**config.mk**
```make
export PLATFORM = sky130hd
export DESIGN_NAME = sarc_device_flat
export DESIGN_NICKNAME = d
export VERILOG_FILES = /design/src/hw/sarc_pkg.sv /design/src/hw/sarc_if.sv /design/src/hw/sarc_device.sv /design/src/hw/sarc_sync.sv /design/src/flat_wrapper.sv
export VERILOG_INCLUDE_DIRS = /design/src /design/src/hw
export SDC_FILE = /design/constraint.sdc
export NUM_CORES = 1
export LEC_CHECK = 0
export ABC_AREA = 1
export BUFFER_PORTS_ARGS = -buffer_cell sky130_fd_sc_hd__buf_2
export CAP_MARGIN = 5
export CORE_MARGIN = 4
export CORE_UTILIZATION = 49
export CTS_BUF_LIST = sky130_fd_sc_hd__clkbuf_16
export DETAILED_ROUTE_END_ITERATION = 16
export PLACE_DENSITY = 0.82
export SETUP_SLACK_MARGIN = 0.05
export SYNTH_ARGS = -nofsm -noshare
export SYNTH_HDL_FRONTEND = slang
export SYNTH_SLANG_ARGS = --single-unit
```
**constraint.sdc**
```tcl
create_clock -name clock -period 1.5 [get_ports clock]
set_clock_uncertainty 0.1 [all_clocks]
set_input_delay 0.225 -clock clock [delete_from_list [all_inputs] [get_ports clock]]
set_output_delay 0.225 -clock clock [all_outputs]
set_load 0.01 [all_outputs]
```
**src/hw/sarc_defines.svh**
```systemverilog
`ifndef SARC_DEFINES_SVH
`define SARC_DEFINES_SVH
// ----------------------------------------
// widths and timing
// ----------------------------------------
`define SARC_RESULT_W 12
`define SARC_CONV_CYCLES 4'hE
`define SARC_CLK_NS 40
`define SARC_START_PULSE_NS 10
`define SARC_START_PULSE_CYC ((`SARC_START_PULSE_NS + `SARC_CLK_NS - 1) / `SARC_CLK_NS)
`define SARC_WAKE_NS 1000
`define SARC_WAKE_CYC ((`SARC_WAKE_NS + `SARC_CLK_NS - 1) / `SARC_CLK_NS)
`define SARC_CCLK_HALF 4'h2
`endif

```
**src/hw/sarc_pkg.sv**
```systemverilog
package sarc_pkg;
	// ----------------------------------------
	// device converter states
	// ----------------------------------------
	typedef enum logic [1:0] {dev_idle, dev_conv, dev_sleep} sarc_dev_state_type;
	// ----------------------------------------
	// host sequencer states
	// ----------------------------------------
	typedef enum logic [2:0] {hst_idle, hst_start, hst_wait, hst_read, hst_wake} sarc_host_state_type;
endpackage : sarc_pkg

```
**src/hw/sarc_if.sv**
```systemverilog
interface sarc_if;
	logic conversion_start_n; // start strobe, from host
	logic conv_clock; // conversion clock level, from host
	logic chip_select_n; // chip select, from host
	logic read_n; // read strobe, from host
	logic busy; // conversion in progress, from device
	logic [11:0] result_out; // result bus drive value
	logic result_oe; // high while device drives result bus
	logic [11:0] result_bus; // resolved bus level
	assign result_bus = result_oe ? result_out : 12'hFFF;
	modport device (input conversion_start_n, input conv_clock, input chip_select_n,
		input read_n, output busy, output result_out, output result_oe);
	modport host (output conversion_start_n, output conv_clock, output chip_select_n,
		output read_n, input busy, input result_bus);
endinterface : sarc_if

```
**src/hw/sarc_device.sv**
```systemverilog
`include "sarc_defines.svh"
// converter control end
module sarc_device
(
	input wire logic clock,
	input wire logic rstn,
	sarc_if.device link,
	input wire logic [11:0] sample_code,
	output logic holding,
	output logic asleep
);
	// ----------------------------------------
	// decode helpers
	// ----------------------------------------
	// true while the machine is in the converting state
	function automatic logic is_converting(input sarc_pkg::sarc_dev_state_type s);
		is_converting = (s == sarc_pkg::dev_conv);
	endfunction : is_converting
	// true while the machine waits for a start edge
	function automatic logic is_idle(input sarc_pkg::sarc_dev_state_type s);
		is_idle = (s == sarc_pkg::dev_idle);
	endfunction : is_idle
	// true while the machine rests in sleep
	function automatic logic is_sleeping(input sarc_pkg::sarc_dev_state_type s);
		is_sleeping = (s == sarc_pkg::dev_sleep);
	endfunction : is_sleeping
	// ----------------------------------------
	// declarations
	// ----------------------------------------
	logic [3:0] pin_raw; // pin levels: start, clock, select, read
	logic [3:0] pin_sync; // the same pins after two flip-flops
	logic start_s; // synchronised start
	logic start_d; // previous start
	logic cclk_s; // synchronised conversion clock
	logic cclk_d; // previous conversion clock
	logic cs_s; // synchronised select
	logic rd_s; // synchronised read
	logic [3:0] cycles; // conversion clock rises counted
	logic [11:0] result_reg; // output register
	sarc_pkg::sarc_dev_state_type state; // converter state
	logic start_fall; // start strobe seen falling
	logic cclk_rise; // conversion clock seen rising
	logic last_cycle; // final counted rise of a conversion
	logic track_early; // rise after which track/hold returns to track
	logic enable_n; // output enable, active low
	// ----------------------------------------
	// edge and end-of-conversion decode
	// ----------------------------------------
	assign start_fall = start_d & ~start_s;
	// both history and synchroniser rest high, so no false rise after reset
	assign cclk_rise = cclk_s & ~cclk_d;
	assign last_cycle = is_converting(state) && cclk_rise
		&& (cycles == `SARC_CONV_CYCLES - 4'h1);
	assign track_early = is_converting(state) && cclk_rise
		&& (cycles == `SARC_CONV_CYCLES - 4'h2);
	// one or gate: both strobes must be low to enable
	assign enable_n = cs_s | rd_s;
	// ----------------------------------------
	// input synchronisers
	// ----------------------------------------
	// pins gathered so one loop builds every chain
	assign pin_raw[0] = link.conversion_start_n;
	assign pin_raw[1] = link.conv_clock;
	assign pin_raw[2] = link.chip_select_n;
	assign pin_raw[3] = link.read_n;
	genvar gi;
	generate
		for (gi = 0; gi < 4; gi++)
		begin : g_sync
			// each pin passes two flip-flops before logic reads it
			sarc_sync u_sarc_sync (.clock(clock), .rstn(rstn), .din(pin_raw[gi]),
				.dout(pin_sync[gi]));
		end
	endgenerate
	// synchronised pins under their own names
	assign start_s = pin_sync[0];
	assign cclk_s = pin_sync[1];
	assign cs_s = pin_sync[2];
	assign rd_s = pin_sync[3];
	// ----------------------------------------
	// edge history
	// ----------------------------------------
	// history resets to the synchroniser's reset level to avoid a false edge
	always_ff @(posedge clock)
	begin
		if (!rstn)
		begin
			start_d <= 1'b1;
			cclk_d <= 1'b1;
		end
		else
		begin
			start_d <= start_s;
			cclk_d <= cclk_s;
		end
	end
	// ----------------------------------------
	// conversion state machine
	// ----------------------------------------
	always_ff @(posedge clock)
	begin
		if (!rstn)
			state <= sarc_pkg::dev_idle;
		else
			case (state)
				sarc_pkg::dev_idle:
					if (start_fall)
						state <= sarc_pkg::dev_conv;
				sarc_pkg::dev_conv:
					if (last_cycle)
						// still low at end: sleep
						state <= start_s ? sarc_pkg::dev_idle : sarc_pkg::dev_sleep;
				sarc_pkg::dev_sleep:
					if (start_s)
						state <= sarc_pkg::dev_idle; // rising edge wakes
				default:
					state <= sarc_pkg::dev_idle;
			endcase
	end
	// ----------------------------------------
	// conversion clock counter
	// ----------------------------------------
	// conversion clock counted only while converting
	// outside a conversion the clock is ignored, so idle toggling costs nothing
	always_ff @(posedge clock)
	begin
		if (!rstn)
			cycles <= 4'h0;
		else if (!is_converting(state))
			cycles <= 4'h0;
		else if (cclk_rise)
			cycles <= cycles + 4'h1;
	end
	// ----------------------------------------
	// output register
	// ----------------------------------------
	// result loaded at end, held otherwise; straight binary
	// repeated reads between conversions therefore return the same code
	always_ff @(posedge clock)
	begin
		if (!rstn)
			result_reg <= 12'h000;
		else if (last_cycle)
			result_reg <= sample_code;
	end
	// ----------------------------------------
	// outputs
	// ----------------------------------------
	always_ff @(posedge clock)
	begin
		if (!rstn)
		begin
			link.busy <= 1'b0;
			holding <= 1'b0;
			asleep <= 1'b0;
		end
		else
		begin
			// busy high whole conversion, drops on the load edge
			link.busy <= is_idle(state) ? start_fall
				: is_converting(state) && !last_cycle;
			// hold from start; track one conversion clock before busy falls
			if (is_idle(state))
				holding <= start_fall;
			else if (track_early || last_cycle)
				holding <= 1'b0; // back to tracking ahead of busy
			else
				holding <= holding && is_converting(state);
			// asleep drops as soon as the wake edge is seen
			asleep <= is_sleeping(state) && !start_s;
		end
	end
	// ----------------------------------------
	// result bus drive
	// ----------------------------------------
	// bus driven only with both strobes low; tied low stays driven
	// the new code goes out on the load edge, so a tied-low bus shows it with busy
	always_ff @(posedge clock)
	begin
		if (!rstn)
		begin
			link.result_oe <= 1'b0;
			link.result_out <= 12'h000;
		end
		else
		begin
			link.result_oe <= !enable_n;
			link.result_out <= last_cycle ? sample_code : result_reg;
		end
	end
endmodule : sarc_device

```
**src/hw/sarc_sync.sv**
```systemverilog
// two-flop synchroniser for pin inputs
module sarc_sync
(
	input wire logic clock,
	input wire logic rstn,
	input wire logic din,
	output logic dout
);
	logic stage1; // first stage, read only by dout
	// ----------------------------------------
	// synchroniser chain, resets high (idle)
	// ----------------------------------------
	always_ff @(posedge clock)
	begin
		if (!rstn)
		begin
			stage1 <= 1'b1;
			dout <= 1'b1;
		end
		else
		begin
			stage1 <= din;
			dout <= stage1;
		end
	end
endmodule : sarc_sync

```
**src/flat_wrapper.sv**
```systemverilog
// flat-port wrapper written by rule: the top's interface ports become plain ports
module sarc_device_flat 
  (clock, rstn, sample_code, holding, asleep, link_conversion_start_n, link_conv_clock, link_chip_select_n, link_read_n, link_busy, link_result_out, link_result_oe);
  sarc_if link_i ();
  input wire logic clock;
  input wire logic rstn;
  input wire logic [11:0] sample_code;
  output logic holding;
  output logic asleep;
  input wire logic [$bits(link_i.conversion_start_n)-1:0] link_conversion_start_n;
  input wire logic [$bits(link_i.conv_clock)-1:0] link_conv_clock;
  input wire logic [$bits(link_i.chip_select_n)-1:0] link_chip_select_n;
  input wire logic [$bits(link_i.read_n)-1:0] link_read_n;
  output wire logic [$bits(link_i.busy)-1:0] link_busy;
  output wire logic [$bits(link_i.result_out)-1:0] link_result_out;
  output wire logic [$bits(link_i.result_oe)-1:0] link_result_oe;
  assign link_i.conversion_start_n = link_conversion_start_n;
  assign link_i.conv_clock = link_conv_clock;
  assign link_i.chip_select_n = link_chip_select_n;
  assign link_i.read_n = link_read_n;
  assign link_busy = link_i.busy;
  assign link_result_out = link_i.result_out;
  assign link_result_oe = link_i.result_oe;
  sarc_device u_core (.clock(clock), .rstn(rstn), .link(link_i), .sample_code(sample_code), .holding(holding), .asleep(asleep));
endmodule
```
## Yosys cells after proc, flatten, opt, wreduce, memory -nomap -nowiden

Cells that the tools add are included.

| word-level totals | value |
|---|---|
| bits in registers | 32 |
| input bits | 18 |
| logic and storage cells | 51 |

| operators by class | value |
|---|---|
| add/sub/neg operators | 1 |
| mux-type cells | 8 |
| reduce and logical (&&, ||, !) cells | 13 |
| bitwise logic cells | 5 |
| equality and inequality tests | 7 |

Operator list:

| cell | number |
|---|---|
| $eq A4 B4 Y1 const B | 2 |
| $mux W2 | 4 |
| $logic_and A1 B1 Y1 | 6 |
| $pmux W2 S3 | 1 |
| $add A4 B1 Y4 const B | 1 |
| $ne A2 B1 Y1 const B | 2 |
| $logic_not A1 Y1 | 3 |
| $mux W1 | 3 |
| $reduce_and A3 Y1 | 1 |
| $and A1 B1 Y1 | 2 |
| $eq A2 B1 Y1 const B | 1 |
| $eq A2 B2 Y1 const B | 1 |
| $logic_not A2 Y1 | 1 |
| $ne A2 B2 Y1 const B | 1 |
| $not A1 Y1 | 2 |
| $reduce_and A2 Y1 | 1 |
| $logic_or A1 B1 Y1 | 1 |
| $or A1 B1 Y1 | 1 |

## Logic depth before layout (Yosys ltp)

| logic depth | value |
|---|---|
| word-level depth | 7 |
| depth in mapped cells | 9 |
| mapped depth without buffers | 8 |

## Hierarchy

A second synthesis with hierarchy kept.

| unflattened totals | value |
|---|---|
| cells, all modules | 146 |
| area, all modules | 1186.1 µm² |

Modules (own cells, without submodules):

| module | area an instance (µm²) | times used | cells an instance |
|---|---|---|---|
| sarc_device | 965.9 | 1 | 122 |
| sarc_sync | 55.1 | 4 | 6 |

## Worst setup path before layout

OpenSTA, ideal clock, no wires.

| path | value |
|---|---|
| path type | register -> register |
| from | register u_core.cycles[1] |
| to | register u_core.result_reg[0] |
| period minus slack after synthesis | 1284 ps |
| stages on the path, launching flop included | 10 |
| path slack | 216 ps |
| arrival | 1071 ps |
| required time | 1287 ps |
| path buffers | 1 |
| path through | dfxtp_1 > inv_1 > ha_1 > nand3_2 > inv_2 > nand2_2 > clkinv_2 > buf_6 > nor2_1 > nor2_1 |

| on the way | value |
|---|---|
| longest elaborated chain between the ends | 2 |

Ends and longest elaborated chain:

| item | RTL line | source |
|---|---|---|
| start, declared | sarc_device.sv:38 | `logic [3:0] cycles;` |
| start signal, assigned | sarc_device.sv:132 | `cycles <= cycles + 4'h1;` |
| $eq A4 B4 Y1 | sarc_device.sv:53 | `` && (cycles == `SARC_CONV_CYCLES - 4'h1); `` |
| $logic_and A1 B1 Y1 | sarc_device.sv:52 | `assign last_cycle = is_converting(state) && cclk_rise` |
| end signal, assigned | sarc_device.sv:144 | `result_reg <= sample_code;` |
| end, declared | sarc_device.sv:39 | `logic [11:0] result_reg;` |

No other way between the ends.
A chain may end at the register's enable or synchronous reset.

## Final worst setup path

| path | value |
|---|---|
| from | register u_core.cycles[1] |
| to | register u_core.result_reg[2] |

The elaborated chain is that of the path after synthesis.

==> run summary <==
The maximum fanout along the worst path is 12. The met3 track demand over resource in global routing is 0.0759. Dividing the final minimum period by the clock period gives 0.925. For this run, design rule violations remaining after detail routing come to 0. In this design, the largest share of critical-path delay is due to flip-flops.

Setup violations remaining at the end of the flow were counted as 0. The worst hold path begins at link_read_n. The die footprint is 3220 µm².

The area of the core region came out at 2230 µm². The net switching share of the total power came out at 0.190. Measured against its own limit, the worst slew margin works out to 0.816. The number of cells traversed by the worst register-to-register path is 8.

The net count of the finished layout is 201. The quantity of I/O buffers inserted on ports came out at 33. The maximum frequency from static timing analysis is 720 MHz.

The area used by sequential logic in the layout is 641 µm². The end point of the most critical hold path is u_core.g_sync[3].u_sarc_sync.stage1. The critical path's largest stage delay came out at 0.37 ns.

In this run the mean area of a mapped cell was 8.15 µm². The tightest min-delay check is of the input port to flop type. The final core utilization came out at 0.663. The part of the total power dissipated in combinational logic came out at 0.046. Leaving out fill and tap cells, the most frequent cells in the layout are sky130_fd_sc_hd__nor2_1 (33), sky130_fd_sc_hd__buf_2 (33), sky130_fd_sc_hd__dfxtp_1 (32). The maximum vdd drop is 1.15 mV.

The detailed router finished its first iteration with 27 violations. The internal power of the cells totals 1.50 mW. The number of global-route vias before repair came out at 924. The power dissipated by switching net loads is 352 µW. The vertical extent of the die is 56.8 µm.

The final setup TNS is 0 ns. The worst register-to-register path ends at u_core.result_reg[2]. The number of detailed-routing iterations run before antenna repair is 4. The tree is rooted in a sky130_fd_sc_hd__clkbuf_16. Counting flops and latches in the post-synthesis netlist gives 32. Walking the worst path, the cells encountered are inv_2 > ha_1 > nand3_2 > inv_2 > nand2_2 > clkinv_2 > nor2_1 > nor2_1. The synthesized netlist contains 21 unique library cells. The sequential element share of the synthesized area came out at 0.549. The initial antenna violation count was 0. The required time at the endpoint of the critical path is 1.56 ns. For this design, the slowest cell found on the critical path is sky130_fd_sc_hd__dfxtp_1.

For this run, the number of Yosys warnings is 0. The floorplan die width came out at 56.8 µm. Setup repair after global routing could not meet its margin everywhere.

The TritonCTS clock tree is done. The number of max-slew violations in the final report is 0. The power density of the placed cells is 1250 nW/µm².

The via density per instance is 4.73. Summed over all cells, the static leakage comes to 0.727 nW. The layer flagged by global routing as most heavily used is met2. Sorting the synthesized cells by area gives the leading types as sky130_fd_sc_hd__dfxtp_1 (55%), sky130_fd_sc_hd__nor2_1 (11%), sky130_fd_sc_hd__nand2_1 (5.2%). The critical path is of the flop to flop type. 34 I/O pins were placed. The part of the power in registers is 0.474. The global-route track usage on met1 came out at 0.154. The final antenna diode count came out at 0. After legalization and detailed placement, the total HPWL measured 1.68 mm.

In this run the register-to-register setup slack is 0.11 ns. The total stage count of the critical path came out at 8. The starting density of the core came out at 0.522. Dividing the detail-routed wire length by the instance count gives 10.9 µm. STA classifies the critical path startpoint as a flop. The worst path in the final design needs a cycle of 1.39 ns, including I/O delays and setup. The number of buffers created by CTS is 5.

The area growth from synthesis to layout is 26.9%. The worst path arrival time came out at 1.45 ns. For this block, the via count after detailed routing is 983. The category of the worst setup path capture point is a flop. For this run, the total global-route usage over all layers was measured as 0.157.

The flow ran to the end, and the final reports show no timing, DRC or antenna violations. The area used by multi-input combinational logic is 434 µm². The number of buffers and inverters on the critical path is 3. The floorplan has 17 rows. The share of synthesized area in the top cell type comes to 0.549.

The number of fill cells is 182. The pin slew with the least headroom to its limit came out at 0.277 ns. Counting instances, the worst hold path has a depth of 2.

The clock share of power is 0.479. In the final layout, the share of cells above drive strength 1 is 0.306. The largest net degree at the start of global routing is 18.

The reported max-cap violation count is 0. The number of levels the H-tree was split into is 2. The final RePlAce weighted congestion came out at 0.793. The wire length of the first global-routing pass came out at 3.76 mm. After technology mapping, the gate count stands at 143. Synthesis produced a netlist with a net count of 164. In this run the post-CTS setup repair buffer count came out at 0.

The clock-pin slew on the worst setup and hold paths came out at 0.05 ns. The post-synthesis instance area is 1170 µm². The maximum clock path buffer count came out at 2. In this run the remaining antenna-violating nets after routing total 0. Counting every sink on the clock net gives 32. The clock latency reported for the late side of the worst-skew pair came out at 0.27 ns. The wire length reported by the detailed router is 2.26 mm. Summed over all instances, the cell type with the most area after synthesis is sky130_fd_sc_hd__dfxtp_1. The total overflow left after global routing is 0. The met2 track demand over resource in global routing came out at 0.264.

The number of flip-flops in the largest register is 12. The beginning of the worst register-to-register path is u_core.cycles[1]. The final count of hold timing violations is 0.
metrics by stage:
stage	std cells	hold WS (ns)	instance area, µm²	power, mW	worst slack (ns)
2_1_floorplan	143	0.232	1170	0.943	0.216
3_3_place_gp	201	0.279	1350	0.973	0.188
3_5_place_dp	201	0.284	1350	0.978	0.0958
4_1_cts	208	0.0325	1480	1.87	0.0731
5_1_grt	208	0.0334	1480	1.93	0.0294
6_report	208	0.0386	1480	1.85	0.112
layout make-up:
type / count / area share
sequential: 32 / 0.433
multi-input combinational: 90 / 0.293
timing repair buffer: 34 / 0.117
clock buffer: 5 / 0.0845
inverter: 17 / 0.0440
tap: 28 / 0.0237
clock inverter: 2 / 0.00507
power by group through the flow:
stage	combinational, mW	clock (mW)	sequential, mW
6_report	0.0853	0.887	0.878
5_1_grt	0.0990	0.951	0.878
4_1_cts	0.0860	0.909	0.877
3_5_place_dp	0.0850	0	0.893
3_3_place_gp	0.0808	0	0.893
2_1_floorplan	0.0498	0	0.893
worst register-to-register path, delay by kind of cell, from the launching register on:
family                   cells  cell delay (ns)
adder cells (fa/ha/maj)      1             0.19
buffers and inverters        3             0.26
flip-flops                   1             0.37
AND/OR/NAND/NOR              4             0.37
timing repair:
item	4_1_cts	5_1_grt
hold buffers	0	0
endpoints found under the setup margin	0	9
resized for setup	0	2
synth_stat cells:
master	instances
sky130_fd_sc_hd__nor2_2	1
sky130_fd_sc_hd__nor3_1	2
sky130_fd_sc_hd__clkinv_2	1
sky130_fd_sc_hd__a21boi_0	1
sky130_fd_sc_hd__buf_1	1
sky130_fd_sc_hd__nand2_1	16
sky130_fd_sc_hd__o21ai_1	11
sky130_fd_sc_hd__buf_6	1
sky130_fd_sc_hd__nand3_1	4
sky130_fd_sc_hd__clkbuf_1	1
sky130_fd_sc_hd__inv_2	1
sky130_fd_sc_hd__nand2_2	2
sky130_fd_sc_hd__ha_1	3
sky130_fd_sc_hd__o21ai_0	4
sky130_fd_sc_hd__dfxtp_1	32
sky130_fd_sc_hd__nor2_1	33
sky130_fd_sc_hd__nand3_2	1
sky130_fd_sc_hd__or2_2	9
sky130_fd_sc_hd__inv_1	15
sky130_fd_sc_hd__buf_4	1
sky130_fd_sc_hd__a21oi_1	3
layer usage:
metal	part of all wire	wire [µm]	up-vias
met4	0.025	56	0
met1	0.39	884	433
li1	-	-	510
met2	0.49	1110	34
met5	0	0	-
met3	0.095	214	6
how the worst max path moves through the flow:
stage	from	endpoint	slack (ns)
2_1_floorplan	u_core.cycles[1]	u_core.result_reg[0]	0.22
3_3_place_gp	u_core.cycles[0]	u_core.result_reg[8]	0.19
3_5_place_dp	u_core.cycles[1]	u_core.result_reg[8]	0.1
4_1_cts	u_core.cycles[1]	u_core.result_reg[2]	0.07
5_1_grt	u_core.cycles[0]	u_core.result_reg[6]	0.03
6_report	u_core.cycles[1]	u_core.result_reg[2]	0.11
kinds of logic (layout without fill, tap and decap cells):
logic type / Yosys count / after routing / synth area share
AND/OR/NAND/NOR: 68 / 68 / 0.256
flip-flops: 32 / 32 / 0.549
buffers and inverters: 21 / 58 / 0.0783
AO/OA/AOI/OAI: 19 / 19 / 0.0837
adder cells (fa/ha/maj): 3 / 3 / 0.0322
Power figures use the tool's default switching activity.
